===== src/inc/scr_pkg.sv =====
// constants, strobe carrier and sequencer states for the serial character receiver
// assumes one 40 MHz clock and an external baud clock at eight times the bit rate
package scr_pkg;
   localparam int unsigned CLK_PERIOD_NS = 25;
   localparam int unsigned MATCH_SETUP_NS = 50;
   localparam logic [1:0] MATCH_SETUP_CYC =
      2'((MATCH_SETUP_NS + CLK_PERIOD_NS - 1) / CLK_PERIOD_NS);
   localparam logic [2:0] TICK_LAST = 3'h7;
   localparam logic [2:0] HALF_LAST = 3'h3;
   localparam logic [2:0] LAST_BIT_LONG = 3'h7;
   localparam logic [2:0] LAST_BIT_SHORT = 3'h4;
   localparam logic [7:0] DATA_IDLE_N = 8'hFF;
   localparam logic [7:0] WORD_RST = 8'h00;
   localparam int unsigned CHAR_W = 8;
   localparam int unsigned FIFO_DEPTH = 32;

   typedef struct packed {
      logic flag_query;
      logic read_xfer;
      logic clr_sel;
      logic clr_unsel;
      logic io_init;
   } scr_strobe_t;

   typedef enum logic [1:0] {
      ST_IDLE = 2'b00,
      ST_START = 2'b01,
      ST_DATA = 2'b10,
      ST_TAIL = 2'b11
   } scr_state_t;
endpackage : scr_pkg


===== src/logic/scr_sync.sv =====
// two-flop synchroniser for a group of asynchronous pins
// assumes the pins may change at any time relative to ref_clk_in
`timescale 1ns/10ps
module scr_sync #(
   parameter int unsigned W = 1,
   parameter logic [W-1:0] RST_VAL = '0
) (
   input wire logic ref_clk_in,
   input wire logic nrst_in,
   input wire logic [W-1:0] d_in,
   output logic [W-1:0] q_out
);
   logic [W-1:0] meta_q;
   logic [W-1:0] sync_q;

   always_ff @(posedge ref_clk_in or negedge nrst_in) begin
      if (!nrst_in) begin
         meta_q <= RST_VAL;
         sync_q <= RST_VAL;
      end else begin
         meta_q <= d_in;
         sync_q <= meta_q;
      end
   end

   assign q_out = sync_q;
endmodule : scr_sync


===== src/logic/scr_fifo.sv =====
// character fifo with registered read data, valid/ready on both sides
// assumes push and pop come from logic on the same clock
`timescale 1ns/10ps
module scr_fifo #(
   parameter int unsigned W = 8,
   parameter int unsigned DEPTH = 32
) (
   input wire logic ref_clk_in,
   input wire logic nrst_in,
   input wire logic in_valid_in,
   input wire logic [W-1:0] in_data_in,
   output logic in_ready_out,
   output logic out_valid_out,
   output logic [W-1:0] out_data_out,
   input wire logic out_ready_in
);
   localparam int unsigned AW = $clog2(DEPTH);

   logic [W-1:0] mem_q [DEPTH];
   logic [AW:0] wr_q;
   logic [AW:0] rd_q;
   logic out_valid_q;
   logic [W-1:0] out_data_q;

   wire empty = (wr_q == rd_q);
   wire full = (wr_q[AW] != rd_q[AW]) && (wr_q[AW-1:0] == rd_q[AW-1:0]);
   wire push = in_valid_in && !full;
   wire pop = !empty && (!out_valid_q || out_ready_in);

   always_ff @(posedge ref_clk_in) begin
      if (push) begin
         mem_q[wr_q[AW-1:0]] <= in_data_in;
      end
   end

   always_ff @(posedge ref_clk_in or negedge nrst_in) begin
      if (!nrst_in) begin
         wr_q <= '0;
         rd_q <= '0;
         out_valid_q <= 1'b0;
         out_data_q <= '0;
      end else begin
         if (push) begin
            wr_q <= wr_q + 1'b1;
         end
         if (pop) begin
            rd_q <= rd_q + 1'b1;
            out_data_q <= mem_q[rd_q[AW-1:0]];
            out_valid_q <= 1'b1;
         end else if (out_ready_in) begin
            out_valid_q <= 1'b0;
         end
      end
   end

   assign in_ready_out = !full;
   assign out_valid_out = out_valid_q;
   assign out_data_out = out_data_q;
endmodule : scr_fifo


===== src/logic/scr_receiver.sv =====
// serial character receiver: baud-clock sampling, ready flag, gated host strobes,
// active-low parallel outputs, tape reader control and a character fifo tap
// assumes every pin but char_ready_in is asynchronous to ref_clk_in; baud clock is eight times bit rate
`timescale 1ns/10ps
module scr_receiver #(
   parameter int unsigned NMATCH = 6,
   parameter int unsigned FIFO_DEPTH = scr_pkg::FIFO_DEPTH
) (
   input wire logic ref_clk_in,
   input wire logic nrst_in,
   input wire logic baud_clk_in,
   input wire logic serial_in,
   input wire logic rx_enable_in,
   input wire logic char8_sel_in,
   input wire logic [NMATCH-1:0] dev_match_in,
   input wire logic sel_qual_en_in,
   input wire scr_pkg::scr_strobe_t strobes_in,
   input wire logic reader_set_n_in,
   input wire logic char_ready_in,
   output logic [7:0] data_n_out,
   output logic ready_flag_n_out,
   output logic strobed_flag_n_out,
   output logic receiving_n_out,
   output logic reader_state_out,
   output logic reader_drive_out,
   output logic any_clear_out,
   output logic selected_clear_out,
   output logic char_valid_out,
   output logic [7:0] char_data_out,
   output logic char_room_out
);
   localparam int unsigned SW = 5 + NMATCH + 5;

   // synchronised pins
   logic [SW-1:0] sync_s;
   logic reader_set_n_s;
   scr_sync #(.W(SW), .RST_VAL('0)) u_sync_pins (
      .ref_clk_in(ref_clk_in),
      .nrst_in(nrst_in),
      .d_in({baud_clk_in, serial_in, rx_enable_in, char8_sel_in, sel_qual_en_in,
             dev_match_in, strobes_in}),
      .q_out(sync_s)
   );
   scr_sync #(.W(1), .RST_VAL(1'b1)) u_sync_reader (
      .ref_clk_in(ref_clk_in),
      .nrst_in(nrst_in),
      .d_in(reader_set_n_in),
      .q_out(reader_set_n_s)
   );

   scr_pkg::scr_strobe_t stb_s;
   wire baud_s = sync_s[SW-1];
   wire serial_s = sync_s[SW-2];
   wire rx_en_s = sync_s[SW-3];
   wire char8_s = sync_s[SW-4];
   wire sel_en_s = sync_s[SW-5];
   wire [NMATCH-1:0] match_s = sync_s[NMATCH+4:5];
   assign stb_s = sync_s[4:0];

   // state
   scr_pkg::scr_state_t state_q;
   scr_pkg::scr_state_t state_d;
   logic [2:0] tick_cnt_q;
   logic [2:0] tick_cnt_d;
   logic [2:0] bit_cnt_q;
   logic [2:0] bit_cnt_d;
   logic [7:0] shift_q;
   logic [7:0] word_q;
   logic [7:0] data_n_q;
   logic flag_q;
   logic reader_q;
   logic receiving_n_q;
   logic baud_prev_q;
   logic [1:0] match_cnt_q;

   // decode
   wire tick = baud_s && !baud_prev_q;
   wire rx_bit = !serial_s;
   wire match_raw = (&match_s) || !sel_en_s;
   wire match_ok = match_raw && (match_cnt_q >= scr_pkg::MATCH_SETUP_CYC);
   wire query_ok = stb_s.flag_query && match_ok;
   wire read_ok = stb_s.read_xfer && match_ok;
   wire sel_clr_ok = stb_s.clr_sel && match_ok;
   wire clear_any = stb_s.io_init || stb_s.clr_unsel || sel_clr_ok;
   wire fifo_room;
   wire start_edge = (state_q == scr_pkg::ST_IDLE) && rx_en_s && !rx_bit
                     && fifo_room && !stb_s.io_init;
   wire [2:0] last_bit = char8_s ? scr_pkg::LAST_BIT_LONG : scr_pkg::LAST_BIT_SHORT;
   wire sample = (state_q == scr_pkg::ST_DATA) && tick
                 && (tick_cnt_q == scr_pkg::TICK_LAST);
   wire sample_last = sample && (bit_cnt_q == last_bit);
   wire [7:0] shift_next = {rx_bit, shift_q[7:1]};
   wire [7:0] word_next = char8_s ? shift_next : {3'h0, shift_next[7:3]};

   // sequencer
   always_comb begin
      state_d = state_q;
      tick_cnt_d = tick_cnt_q;
      bit_cnt_d = bit_cnt_q;
      unique case (state_q)
         scr_pkg::ST_IDLE: begin
            if (start_edge) begin
               state_d = scr_pkg::ST_START;
               tick_cnt_d = 3'h0;
            end
         end
         scr_pkg::ST_START: begin
            if (tick) begin
               tick_cnt_d = tick_cnt_q + 3'h1;
               if (tick_cnt_q == scr_pkg::HALF_LAST) begin
                  tick_cnt_d = 3'h0;
                  bit_cnt_d = 3'h0;
                  state_d = rx_bit ? scr_pkg::ST_IDLE : scr_pkg::ST_DATA;
               end
            end
         end
         scr_pkg::ST_DATA: begin
            if (tick) begin
               tick_cnt_d = tick_cnt_q + 3'h1;
            end
            if (sample) begin
               bit_cnt_d = bit_cnt_q + 3'h1;
               if (sample_last) begin
                  state_d = scr_pkg::ST_TAIL;
               end
            end
         end
         scr_pkg::ST_TAIL: begin
            if (tick) begin
               tick_cnt_d = tick_cnt_q + 3'h1;
               if (tick_cnt_q == scr_pkg::HALF_LAST) begin
                  state_d = scr_pkg::ST_IDLE;
               end
            end
         end
      endcase
      if (stb_s.io_init) begin
         state_d = scr_pkg::ST_IDLE;
      end
   end

   always_ff @(posedge ref_clk_in or negedge nrst_in) begin
      if (!nrst_in) begin
         state_q <= scr_pkg::ST_IDLE;
         tick_cnt_q <= 3'h0;
         bit_cnt_q <= 3'h0;
         baud_prev_q <= 1'b0;
      end else begin
         state_q <= state_d;
         tick_cnt_q <= tick_cnt_d;
         bit_cnt_q <= bit_cnt_d;
         baud_prev_q <= baud_s;
      end
   end

   // shift register and held word
   always_ff @(posedge ref_clk_in or negedge nrst_in) begin
      if (!nrst_in) begin
         shift_q <= scr_pkg::WORD_RST;
         word_q <= scr_pkg::WORD_RST;
      end else begin
         if (sample) begin
            shift_q <= shift_next;
         end
         if (sample_last) begin
            word_q <= word_next;
         end
      end
   end

   // ready flag: a held clear keeps it from setting
   always_ff @(posedge ref_clk_in or negedge nrst_in) begin
      if (!nrst_in) begin
         flag_q <= 1'b0;
      end else if (clear_any) begin
         flag_q <= 1'b0;
      end else if (sample_last) begin
         flag_q <= 1'b1;
      end
   end

   // outputs from flops
   always_ff @(posedge ref_clk_in or negedge nrst_in) begin
      if (!nrst_in) begin
         data_n_q <= scr_pkg::DATA_IDLE_N;
         receiving_n_q <= 1'b1;
         reader_q <= 1'b0;
         match_cnt_q <= 2'h0;
      end else begin
         data_n_q <= read_ok ? ~word_q : scr_pkg::DATA_IDLE_N;
         receiving_n_q <= (state_d == scr_pkg::ST_IDLE);
         if (!reader_set_n_s) begin
            reader_q <= 1'b1;
         end else if (start_edge) begin
            reader_q <= 1'b0;
         end
         if (!match_raw) begin
            match_cnt_q <= 2'h0;
         end else if (match_cnt_q < scr_pkg::MATCH_SETUP_CYC) begin
            match_cnt_q <= match_cnt_q + 2'h1;
         end
      end
   end

   // character tap; a full fifo holds off new starts
   scr_fifo #(.W(scr_pkg::CHAR_W), .DEPTH(FIFO_DEPTH)) u_fifo (
      .ref_clk_in(ref_clk_in),
      .nrst_in(nrst_in),
      .in_valid_in(sample_last),
      .in_data_in(word_next),
      .in_ready_out(fifo_room),
      .out_valid_out(char_valid_out),
      .out_data_out(char_data_out),
      .out_ready_in(char_ready_in)
   );

   assign data_n_out = data_n_q;
   assign ready_flag_n_out = !flag_q;
   assign strobed_flag_n_out = !(flag_q && query_ok);
   assign receiving_n_out = receiving_n_q;
   assign reader_state_out = reader_q;
   assign reader_drive_out = reader_q;
   assign any_clear_out = !(stb_s.clr_sel || stb_s.clr_unsel || stb_s.io_init);
   assign selected_clear_out = !sel_clr_ok;
   assign char_room_out = fifo_room;
endmodule : scr_receiver


===== config.mk =====
export PLATFORM = sky130hd
export DESIGN_NAME = scr_receiver
export DESIGN_NICKNAME = d
export VERILOG_FILES = /design/src/inc/scr_pkg.sv /design/src/logic/scr_sync.sv /design/src/logic/scr_fifo.sv /design/src/logic/scr_receiver.sv
export SDC_FILE = /design/constraint.sdc
export NUM_CORES = 1
export LEC_CHECK = 0
export BUFFER_PORTS_ARGS = -buffer_cell sky130_fd_sc_hd__buf_2
export CORE_MARGIN = 5
export CORE_UTILIZATION = 59
export DETAILED_ROUTE_END_ITERATION = 8
export GPL_TIMING_DRIVEN = 0
export PLACE_DENSITY_LB_ADDON = 0.3
export SYNTH_ARGS = -nofsm -noshare
export SYNTH_HDL_FRONTEND = slang
export SYNTH_SLANG_ARGS = --single-unit

===== constraint.sdc =====
create_clock -name ref_clk_in -period 5.8 [get_ports ref_clk_in]
set_clock_uncertainty 0.1 [all_clocks]
set_input_delay 0.58 -clock ref_clk_in [delete_from_list [all_inputs] [get_ports ref_clk_in]]
set_output_delay 0.58 -clock ref_clk_in [all_outputs]
set_load 0.02 [all_outputs]

==> run metrics, run 1 <==
Synth Instances=720; Worst path most repeated cell=ha_1; sequential share of the synthesized area=73.6%; endpoints failing hold=0; post-synthesis register bit count=around 350; worst-margin pin slew=between 1 and 1.5 ns; Antenna diodes=0; Num CTS Buffers=35; layout cells sized above 1=26.4%; Ys Warns=0; max-slew violation count=0; critical path's largest stage delay=just over 0.8 ns; worst r2r src=tick_cnt_q[0]; CP Capture Point=u_fifo.mem_q[8][5]; Yosys top cell area share=a little under three fifths; WP depth=6; Die Ht=~160 um; TritonCTS clock tree=yes; Mapped Area=around 14000 um^2; clk buf depth=3; Antenna Violating Nets Remaining=0; EDFF count, synth=approximately 260; # setup viols final=0; largest net degree at the start of global routing=59; RSZ-0062 raised after global routing=false; CP arrival=between 3 and 4 ns; syn avg cell area=18.9 um^2; min cycle time layout=~3.1 ns; Hold Crit Class=primary input to flip-flop; first-pass iteration count of the detailed router=5; Max VDD drop=0.220 mV; Max Fclk=between 0.3 and 0.4 GHz; Post-layout nets=approximately 840; Worst Path Max Fanout=10; Sink Count=between 300 and 400; Rows=55; ranking of synthesized cells by area=edfxtp_1 57%, dfrtp_1 15%, mux4_2 7.9%; routed vias=about 7000; reg2reg path depth=6; die footprint=26200 um^2; grt ovf=0; Synth area leader=edfxtp_1; Final Routed Wirelength=about 28 mm; Top FF cell, synth=edfxtp_1; post-DR vias/cell=slightly above 6; Pwr per Cell Area=just under 400 nW/um^2; crit path cell chain=ha_1 > ha_1 > o2111ai_2 > a31oi_4 > nand2_1 > nor2_1; Critical path buffers and inverters=0; static leakage=~5 nW; HPWL after detailed placement=between 15 and 20 mm; Hold WS=between 0.05 and 0.06 ns; Crit-path slowest cell=nor2_1; Crit Path Class=flip-flop to flip-flop; synth-to-layout area growth=12.8%; vias in the first global route=between 7000 and 8000; gpl congestion=a little over 0.8; die span in x=between 150 and 200 um; Tot GR Track Use=a little over a fifth; Worst R2R Setup Slack=about 2.7 ns; DRC=0; clk_lat worst skew=around 0.52 ns; drt wl/cell=25.1 um; unique cell type count in the Yosys netlist=54; Core Region=about 23000 um^2; CTS root buf=clkbuf_16; Reg area=around 10000 um^2; DRC violation total after the first TritonRoute iteration=between 700 and 800; Layout fillers=1418; Slew headroom=16.7%; clock-pin slew on the worst setup and hold paths=about 0.06 ns; status=finished clean; setup TNS=0 ns; initial antenna violation count=0; max-cap violations=0; Setup crit start kind=flip-flop; post-synthesis async set-or-reset flop share=approximately a quarter; Critical Path Sink Type=flip-flop; worst setup path start=tick_cnt_q[0]; H-tree levels=2; setup bufs post-CTS=0; Crit path required time=around 5.8 ns; Multi-input gate area=3300 um^2; global-route wire length before repair=around 43 mm; crit share post-route=approximately 54%; Syn Nets=between 700 and 800; port bufs=between 40 and 50; io pins=45; initial core utilization=between 60 and 70%; CP delay by family, top=simple AND/OR/NAND/NOR gates; capture point of the worst reg-to-reg path=u_fifo.mem_q[8][5]
worst reg2reg max path, delay by kind of cell (launching register included):
| kind | cells | cell delay, ns |
|---|---|---|
| fa+ha+maj | 2 | 0.48 |
| compound gates | 2 | 0.56 |
| flops | 1 | 0.37 |
| simple gates | 2 | 1.22 |
area by class of cell:
type                       count  share of cell area [%]
buffer                        35                    1.72
clock buffer                  48                    6.29
clock inverter                13                   0.660
inverter                      10                   0.245
multi-input combinational    327                    21.5
sequential                   348                    65.2
tap                          285                    2.32
timing repair buffer          48                    2.05
flip-flops by register name, summed over array words and instances (netlist names):
| register | count |
|---|---|
| baud_prev_q | 1 |
| bit_cnt_q | 3 |
| data_n_out | 8 |
| flag_q | 1 |
| match_cnt_q | 2 |
| reader_drive_out | 1 |
| receiving_n_out | 1 |
| shift_q | 7 |
| state_q | 2 |
| tick_cnt_q | 3 |
| u_fifo.mem_q | 256 |
| u_fifo.out_data_out | 8 |
| u_fifo.out_valid_out | 1 |
| u_fifo.rd_q | 6 |
| u_fifo.wr_q | 6 |
| u_sync_pins.meta_q | 16 |
| u_sync_pins.q_out | 16 |
| u_sync_reader.meta_q | 1 |
| u_sync_reader.q_out | 1 |
| word_q | 8 |
timing repair:
action	in CTS	in global routing
hold buffers	1	0
resized for setup	0	0
endpoints found under the hold margin	26	0
kinds of logic after synthesis:
logic type | synth area share [%]
multiplexers | 13.6
AO/OA/AOI/OAI | 3.30
AND/OR/NAND/NOR | 4.95
buffers and inverters | 2.22
adder cells (fa/ha/maj) | 1.01
flip-flops | 73.6
XOR/XNOR | 1.33
Yosys cell counts, types with 11 or more instances:
library cell and number:
ha_1 11, nand2_1 31, mux4_1 12, xnor2_1 13, mux4_2 48, edfxtp_1 256
mux2i_1 22, dfstp_2 11, nor2_1 47, dfrtp_1 81, o22ai_1 11, mux2_2 21
worst min-delay path by stage:
stage	depth (start not counted)	startpoint	slack [ns]	to
after floorplan	0	nrst_in	0.18	baud_prev_q
after detailed placement	0	u_sync_pins.meta_q[11]	0.24	u_sync_pins.q_out[11]
after CTS	1	reader_set_n_in	0.05	u_sync_reader.meta_q
final	1	reader_set_n_in	0.06	u_sync_reader.meta_q
after global placement	0	u_sync_pins.meta_q[0]	0.23	u_sync_pins.q_out[0]
after global routing	1	baud_clk_in	0.05	u_sync_pins.meta_q[15]
layer usage:
metal	up-vias	wire [um]	GRT usage (%)
met5	-	0	0
met4	0	701	6.50
met3	43	1930	3.96
met2	307	13800	35.4
met1	3596	11600	31.2
li1	3002	-	-
stage by stage:
stage / cell area (um^2) / util [%] / setup WS [ns] / total power, mW / std cells
global route: 15300 / 67.8 / 2.53 / 6.22 / 1114
global placement: 14200 / 62.6 / 1.82 / 3.91 / 1049
CTS: 15300 / 67.8 / 2.70 / 6.04 / 1114
finish: 15300 / 67.8 / 2.68 / 6.01 / 1114
detailed placement: 14300 / 63.0 / 2.76 / 3.95 / 1052
floorplan: 13600 / - / 3.37 / 3.63 / 720
placed cells by master (no fill, tap or decap), drive strengths merged, types with 3 or more instances in the layout:
cell type,instances
edfxtp,256
dfrtp,81
buf,75
mux4,60
clkbuf,55
nor2,47
nand2,32
mux2i,22
mux2,21
xnor2,13
o22ai,11
ha,11
dfstp,11
inv,11
clkinv,11
nand3,10
nor2b,10
a22o,8
nor3,7
a22oi,7
o21ai,6
xor2,6
nand4,5
and2,5
nand2b,4
a21oi,4
a2111oi,4
and3,4
or3b,4
a211oi,4
a31oi,4
nand3b,3
o31ai,3
where the power goes:
group / switching [mW] / leakage, nW / total, mW / internal (mW)
Sequential: 0.0540 / 3.03 / 2.77 / 2.72
Clock: 0.889 / 0.527 / 2.10 / 1.21
Combinational: 0.656 / 1.37 / 1.13 / 0.478
Note: power is estimated with default switching activity, not from simulation.
==> run 2, diff against run 1 <==
ABC_AREA = 1   (was unset)
CORE_UTILIZATION = 56   (was 59)
clock period = 2.7 ns   (was 5.8 ns; I/O delays follow)
==> run metrics, run 2 <==
status=finished clean; Pwr per Cell Area=922 nW/um^2 (+140%); DRC=0 (unchanged); Antenna Violating Nets Remaining=0 (unchanged); Post-layout nets=1379 (+65%); syn avg cell area=11.3 um^2 (-40%); Syn Nets=1273 (+70%); clock-pin slew on the worst setup and hold paths=0.06 ns (about the same); Worst R2R Setup Slack=0.03 ns (-2.65 ns); hold depth=4 (+3); hold path start=char_ready_in; CP arrival=2.71 ns (-0.43 ns); Crit Path Class=flip-flop to flip-flop; Mapped Area=14100 um^2 (+3.6%); global-route wire length before repair=54.3 mm (+26%); unique cell type count in the Yosys netlist=35 (-35%); post-synthesis adder-cell area fraction=0.977% (-0.035 points); Crit-path slowest cell=nor2_2; Critical Path Sink Type=flip-flop; Sink Count=348 (unchanged); max reg flops=256 (unchanged); routed vias=9536 (+37%); Die Ht=169 um (+4.2%); sequential share of the synthesized area=71.0% (-2.5 points); Max VDD drop=0.587 mV (+170%); max-cap violations=0 (unchanged); ranking of synthesized cells by area=edfxtp_1 55%, dfrtp_1 14%, nand2_1 9.5%; first-pass iteration count of the detailed router=6 (+1); Critical path buffers and inverters=1 (+1); worst r2r src=tick_cnt_q[0]; Num CTS Buffers=36 (+2.9%); CP delay by family, top=simple AND/OR/NAND/NOR gates; post-DR vias/cell=5.60 (-10%); post-synthesis register bit count=348 (unchanged); Worst Hold Path EP=u_fifo.out_valid_out; Hold WS=0.0735 ns (+0.0141 ns); EDFF count, synth=256 (unchanged); most frequent cells in the layout=356 x nand2_1, 256 x edfxtp_1, 113 x nor2_1, 106 x nand3_1, 81 x dfrtp_1; Tot GR Track Use=25.3% (+3.5 points); Synth area leader=edfxtp_1; largest net degree at the start of global routing=72 (+22%); static leakage=6.29 nW (+27%); die span in x=169 um (+4.2%); commonest non-fill, non-tap cell in the layout=nand2_1; Hold Crit Class=primary input to flip-flop; Slew headroom=28.0% (+11 points); io pins=45 (unchanged); initial core utilization=56.4% (-3.7 points); # setup viols final=0 (unchanged); top cells by count, synth=357 x nand2_1, 256 x edfxtp_1, 143 x nor2_1; worst setup path start=tick_cnt_q[0]; drt wl/cell=20.8 um (-17%); critical path's largest stage delay=0.54 ns (-0.28 ns); crit path cell chain=ha_1 > ha_1 > nand3_4 > nor2_8 > nand2_4 > inv_4 > nand2_1 > nor2_2; setup bufs post-CTS=0 (unchanged); clk buf depth=3 (unchanged); Antenna diodes=0 (unchanged); Layout fillers=1858 (+31%); die footprint=28400 um^2 (+8.5%); CTS root buf=clkbuf_16; layout cells sized above 1=16.1% (-10 points); min cycle time layout=2.67 ns (-0.447 ns); grt ovf=0 (unchanged); post-synthesis async set-or-reset flop share=26.4% (unchanged); Final Routed Wirelength=35.4 mm (+26%); H-tree levels=2 (unchanged); pre-CTS setup slack=-0.273 ns (-3.03 ns); RSZ-0062 raised after global routing=true; worst-margin pin slew=1.08 ns (-0.174 ns); mux cell area share after synthesis=0% (-14 points); synth-to-layout area growth=16.3%; Crit path required time=2.74 ns (-3.08 ns); Yosys top cell area share=54.6% (-1.9 points); clk_lat worst skew=0.51 ns (about the same); HPWL after detailed placement=23.0 mm (+29%); DRC violation total after the first TritonRoute iteration=1105 (+47%); Synth Area in XOR/XNOR=0.560% (-0.77 points); gpl congestion=0.909 (+9.9%); Top FF cell, synth=edfxtp_1; crit share post-route=98.9% (+45 points); compound-cell area share of the yosys netlist=4.90% (+1.6 points); Synth Area in Simple Gates=18.8% (+14 points); Synth Instances=1242 (+73%); port bufs=44 (unchanged); max-slew violation count=0 (unchanged); initial antenna violation count=0 (unchanged); count leader, synth=nand2_1; final worst slack=0.0304 ns (-2.65 ns); Rows=58 (+5.5%); Worst Path Max Fanout=9 (-1); Max Fclk=0.375 GHz (+17%); endpoints failing hold=0 (unchanged); TritonCTS clock tree=yes; reg2reg path depth=8 (+2); capture point of the worst reg-to-reg path=u_fifo.mem_q[19][3]; Setup crit start kind=flip-flop; Worst path most repeated cell=ha_1; Ys Warns=0 (unchanged); main combinational cell family by area after synthesis=simple AND/OR/NAND/NOR gates; Core Region=25000 um^2 (+10%); vias in the first global route=9668 (+36%)
## run 2: changes by cell type after synthesis, sizes merged, moves of 18 or more
cell and change:
mux4 -60, nor2 +102, mux2i -22, nand2 +331, a21oi +43, mux2 -21
buf +18, nand3 +97, inv +45, o21ai +57
## run 2: how the worst max path moves through the flow
stage,end,slack (ns),depth (start not counted)
floorplan,u_fifo.mem_q[0][4],0.17,2
global placement,u_fifo.mem_q[12][2],-2.75,2
detailed placement,u_fifo.mem_q[8][2],-0.27,8
CTS,u_fifo.mem_q[20][1],-0.21,8
global route,u_fifo.mem_q[11][7],-0.10,8
finish,u_fifo.mem_q[19][3],0.03,8
## run 2: routing by layer
layer  global-route usage [%]  vias to the layer above  share of wire (%)
met3                     5.32                       96                9.3
li1                         -                     4427                  -
met5                        0                        -                  0
met2                     40.9                      453                 47
met1                     34.1                     4560                 39
met4                     9.88                        0                4.1
## run 2: cells by family after synthesis
logic type,after synthesis
AND/OR/NAND/NOR,634
buffers and inverters,113
flip-flops,348
AO/OA/AOI/OAI,127
XOR/XNOR,9
adder cells (fa/ha/maj),11
## run 2: per-stage QoR
| stage | TNS, ns | util (%) | power (mW) | area, um^2 | cells |
|---|---|---|---|---|---|
| final | 0 | 65.6 | 15.1 | 16400 | 1704 |
| after global routing | -3.83 | 65.6 | 15.8 | 16400 | 1704 |
| after CTS | -8.31 | 65.2 | 15.1 | 16300 | 1704 |
| after detailed placement | -19.14 | 59.8 | 10.4 | 14900 | 1622 |
| after global placement | -367.09 | 59.0 | 10.3 | 14700 | 1616 |
| after floorplan | 0 | - | 8.87 | 14100 | 1242 |
## run 2: layout make-up
| type | count | area [um^2] | area share (%) |
|---|---|---|---|
| Buffer | 58 | 314 | 1.92 |
| Clock buffer | 49 | 1020 | 6.24 |
| Clock inverter | 15 | 83.8 | 0.512 |
| Inverter | 55 | 216 | 1.32 |
| Multi-Input combinational cell | 781 | 3770 | 23.0 |
| Sequential cell | 348 | 10000 | 61.1 |
| Tap cell | 330 | 413 | 2.52 |
| Timing Repair Buffer | 68 | 561 | 3.42 |
## run 2: power by group
part | internal (mW) | switching [mW]
clock | 2.66 | 1.97
sequential | 5.86 | 0.125
combinational | 1.28 | 3.22
## run 2: repair_timing
action,in CTS,in global routing
setup endpoints to repair,188,247
hold buffers,18,0
pin swaps,0,1
endpoints found under the hold margin,86,0
gates resized for setup,23,26
## run 2: worst min-delay path, stage by stage
cell and delay (ns):
buf_2 0.09, inv_1 0.04, nand2_1 0.14, nand2_1 0.09
==> run 3, diff against run 2 <==
BUFFER_PORTS_ARGS = unset   (was -buffer_cell sky130_fd_sc_hd__buf_2)
CORE_UTILIZATION = 57   (was 56)
DONT_BUFFER_PORTS = 1   (was unset)
==> run metrics, run 3 (synthesized netlist as in run 2, its figures left out) <==
pre-CTS setup slack=-0.235 ns (+0.0374 ns); static leakage=6.19 nW (-1.5%); Critical Path Sink Type=flip-flop; Antenna diodes=0 (unchanged); post-DR vias/cell=5.72 (+2.2%); most frequent cells in the layout=356 x nand2_1, 256 x edfxtp_1, 117 x nor2_1, 106 x nand3_1, 81 x dfrtp_1; reg2reg path depth=9 (+1); Num CTS Buffers=36 (unchanged); Core Region=24300 um^2 (-2.6%); max reg flops=256 (unchanged); Crit Path Class=flip-flop to flip-flop; Antenna Violating Nets Remaining=0 (unchanged); first-pass iteration count of the detailed router=6 (unchanged); H-tree levels=2 (unchanged); Sink Count=348 (unchanged); Crit-path slowest cell=nor2_1; TritonCTS clock tree=yes; RSZ-0062 raised after global routing=true; Pwr per Cell Area=945 nW/um^2 (+2.4%); clock-pin slew on the worst setup and hold paths=0.06 ns (about the same); Worst Path Max Fanout=10 (+1); die footprint=28000 um^2 (-1.7%); worst-margin pin slew=1.10 ns (+0.0263 ns); DRC violation total after the first TritonRoute iteration=1050 (-5.0%); initial antenna violation count=0 (unchanged); Placement Cell Area=14700 um^2 (-1.8%); Hold Crit Class=primary input to flip-flop; drt wl/cell=21.1 um (+1.5%); failing checks=negative setup slack; vias in the first global route=9393 (-2.8%); critical path's largest stage delay=0.61 ns (+0.07 ns); HPWL after detailed placement=22.7 mm (-1.6%); layout cells sized above 1=13.4% (-2.6 points); post-route cell area=16300 um^2 (-0.79%); hold depth=1 (-3); global-route wire length before repair=53.4 mm (-1.7%); die span in x=167 um (-0.83%); # setup viols final=8 (+8); met2 wire length=16.8 mm (+0.41%); top routing layer in use=met4; gpl congestion=0.966 (+6.2%); Slew headroom=26.2% (-1.8 points); CP arrival=2.77 ns (+0.06 ns); Die Ht=167 um (-0.83%); Post-layout nets=1336 (-3.1%); endpoints failing hold=0 (unchanged); crit path cell chain=ha_1 > ha_1 > nand3_4 > nor2_8 > nand2_4 > inv_4 > buf_8 > nand2_4 > nor2_1; min cycle time layout=2.73 ns (+0.0604 ns); port bufs=0 (-100%); grt ovf=0 (unchanged); Setup crit start kind=flip-flop; Tot GR Track Use=24.9% (-0.44 points); crit share post-route=101% (+2.2 points); Metal-1 WL=13.2 mm (-4.9%); Final Routed Wirelength=34.9 mm (-1.4%); Max VDD drop=0.698 mV (+19%); max-slew violation count=0 (unchanged); clk_lat worst skew=0.51 ns (about the same); status=finished, violations left; Post-Layout Cell Count=1655 (-2.9%); Max Fclk=0.366 GHz (-2.2%); max-cap violations=0 (unchanged); io pins=45 (unchanged); largest net degree at the start of global routing=93 (+29%); DRC=0 (unchanged); final worst slack=-0.0300 ns (-0.0604 ns); Pwr Total=15.4 mW (+1.6%); routed wl met3=3.52 mm (+7.0%); clk buf depth=3 (unchanged); synth-to-layout area growth=15.4%; Crit path required time=2.74 ns (about the same); Rows=57 (-1.7%); initial core utilization=57.9% (+1.5 points); Placed Cells=1570 (-3.2%); CTS root buf=clkbuf_16; routed vias=9467 (-0.72%); commonest non-fill, non-tap cell in the layout=nand2_1
run 3: cell types whose count changed in the layout (fill, tap and decap cells not counted), sizes merged:
cell,before,now
buf,96,52
clkinv,11,15
clkbuf,61,52
inv,54,55
bufinv,0,4
dlygate4sd3,18,19
run 3: timing repair:
| action | in CTS | in global routing |
|---|---|---|
| setup buffers | 0 | 1 |
| resized for setup | 21 | 28 |
| endpoints found under the hold margin | 110 | 0 |
| pin swaps | 0 | 2 |
| endpoints found under the setup margin | 180 | 232 |
| hold buffers | 20 | 0 |
run 3: cell type report:
class / instances / area, um^2
sequential: 348 / 10000
clock inverter: 24 / 225
inverter: 55 / 216
timing repair buffer: 25 / 340
multi-input combinational: 781 / 3790
fill: 1783 / 8070
clock buffer: 40 / 957
tap: 324 / 405
buffer: 58 / 314
run 3: worst paths after layout:
check                                 startpoint                    to  slack [ns]
max                                tick_cnt_q[0]   u_fifo.mem_q[22][6]       -0.03
min                              reader_set_n_in  u_sync_reader.meta_q        0.20
max reg2reg                        tick_cnt_q[0]   u_fifo.mem_q[22][6]       -0.03
min reg2reg                u_sync_pins.meta_q[9]  u_sync_pins.q_out[9]        0.25
max in group asynchronous                nrst_in         data_n_out[4]        1.85
min in group asynchronous                nrst_in          bit_cnt_q[1]        0.27
run 3: power breakdown:
group,switching (mW),internal (mW)
clock,1.99,2.94
sequential,0.223,5.86
combinational,3.13,1.22
run 3: critical path: cells and delay by family (launching register included):
kind / cells / cell delay (ns)
adders and majority gates: 2 / 0.43
buffers and inverters: 2 / 0.23
and+or+nand+nor: 5 / 1.19
DFF: 1 / 0.39
run 3: per-stage QoR:
| step | setup TNS, ns | utilization (%) | hold slack, ns |
|---|---|---|---|
| after floorplan | 0 | - | -0.126 |
| after global placement | -341.48 | 59.6 | -0.123 |
| after detailed placement | -10.96 | 60.3 | -0.123 |
| after CTS | -8.12 | 66.3 | 0.182 |
| after global routing | -5.92 | 66.8 | 0.192 |
| final | -0.224 | 66.8 | 0.205 |
run 3: metal layers:
metal	global-route usage, %	vias to the layer above
li1	-	4338
met1	33.2	4509
met4	9.14	0
met2	41.1	521
met3	5.04	99
met5	0	-
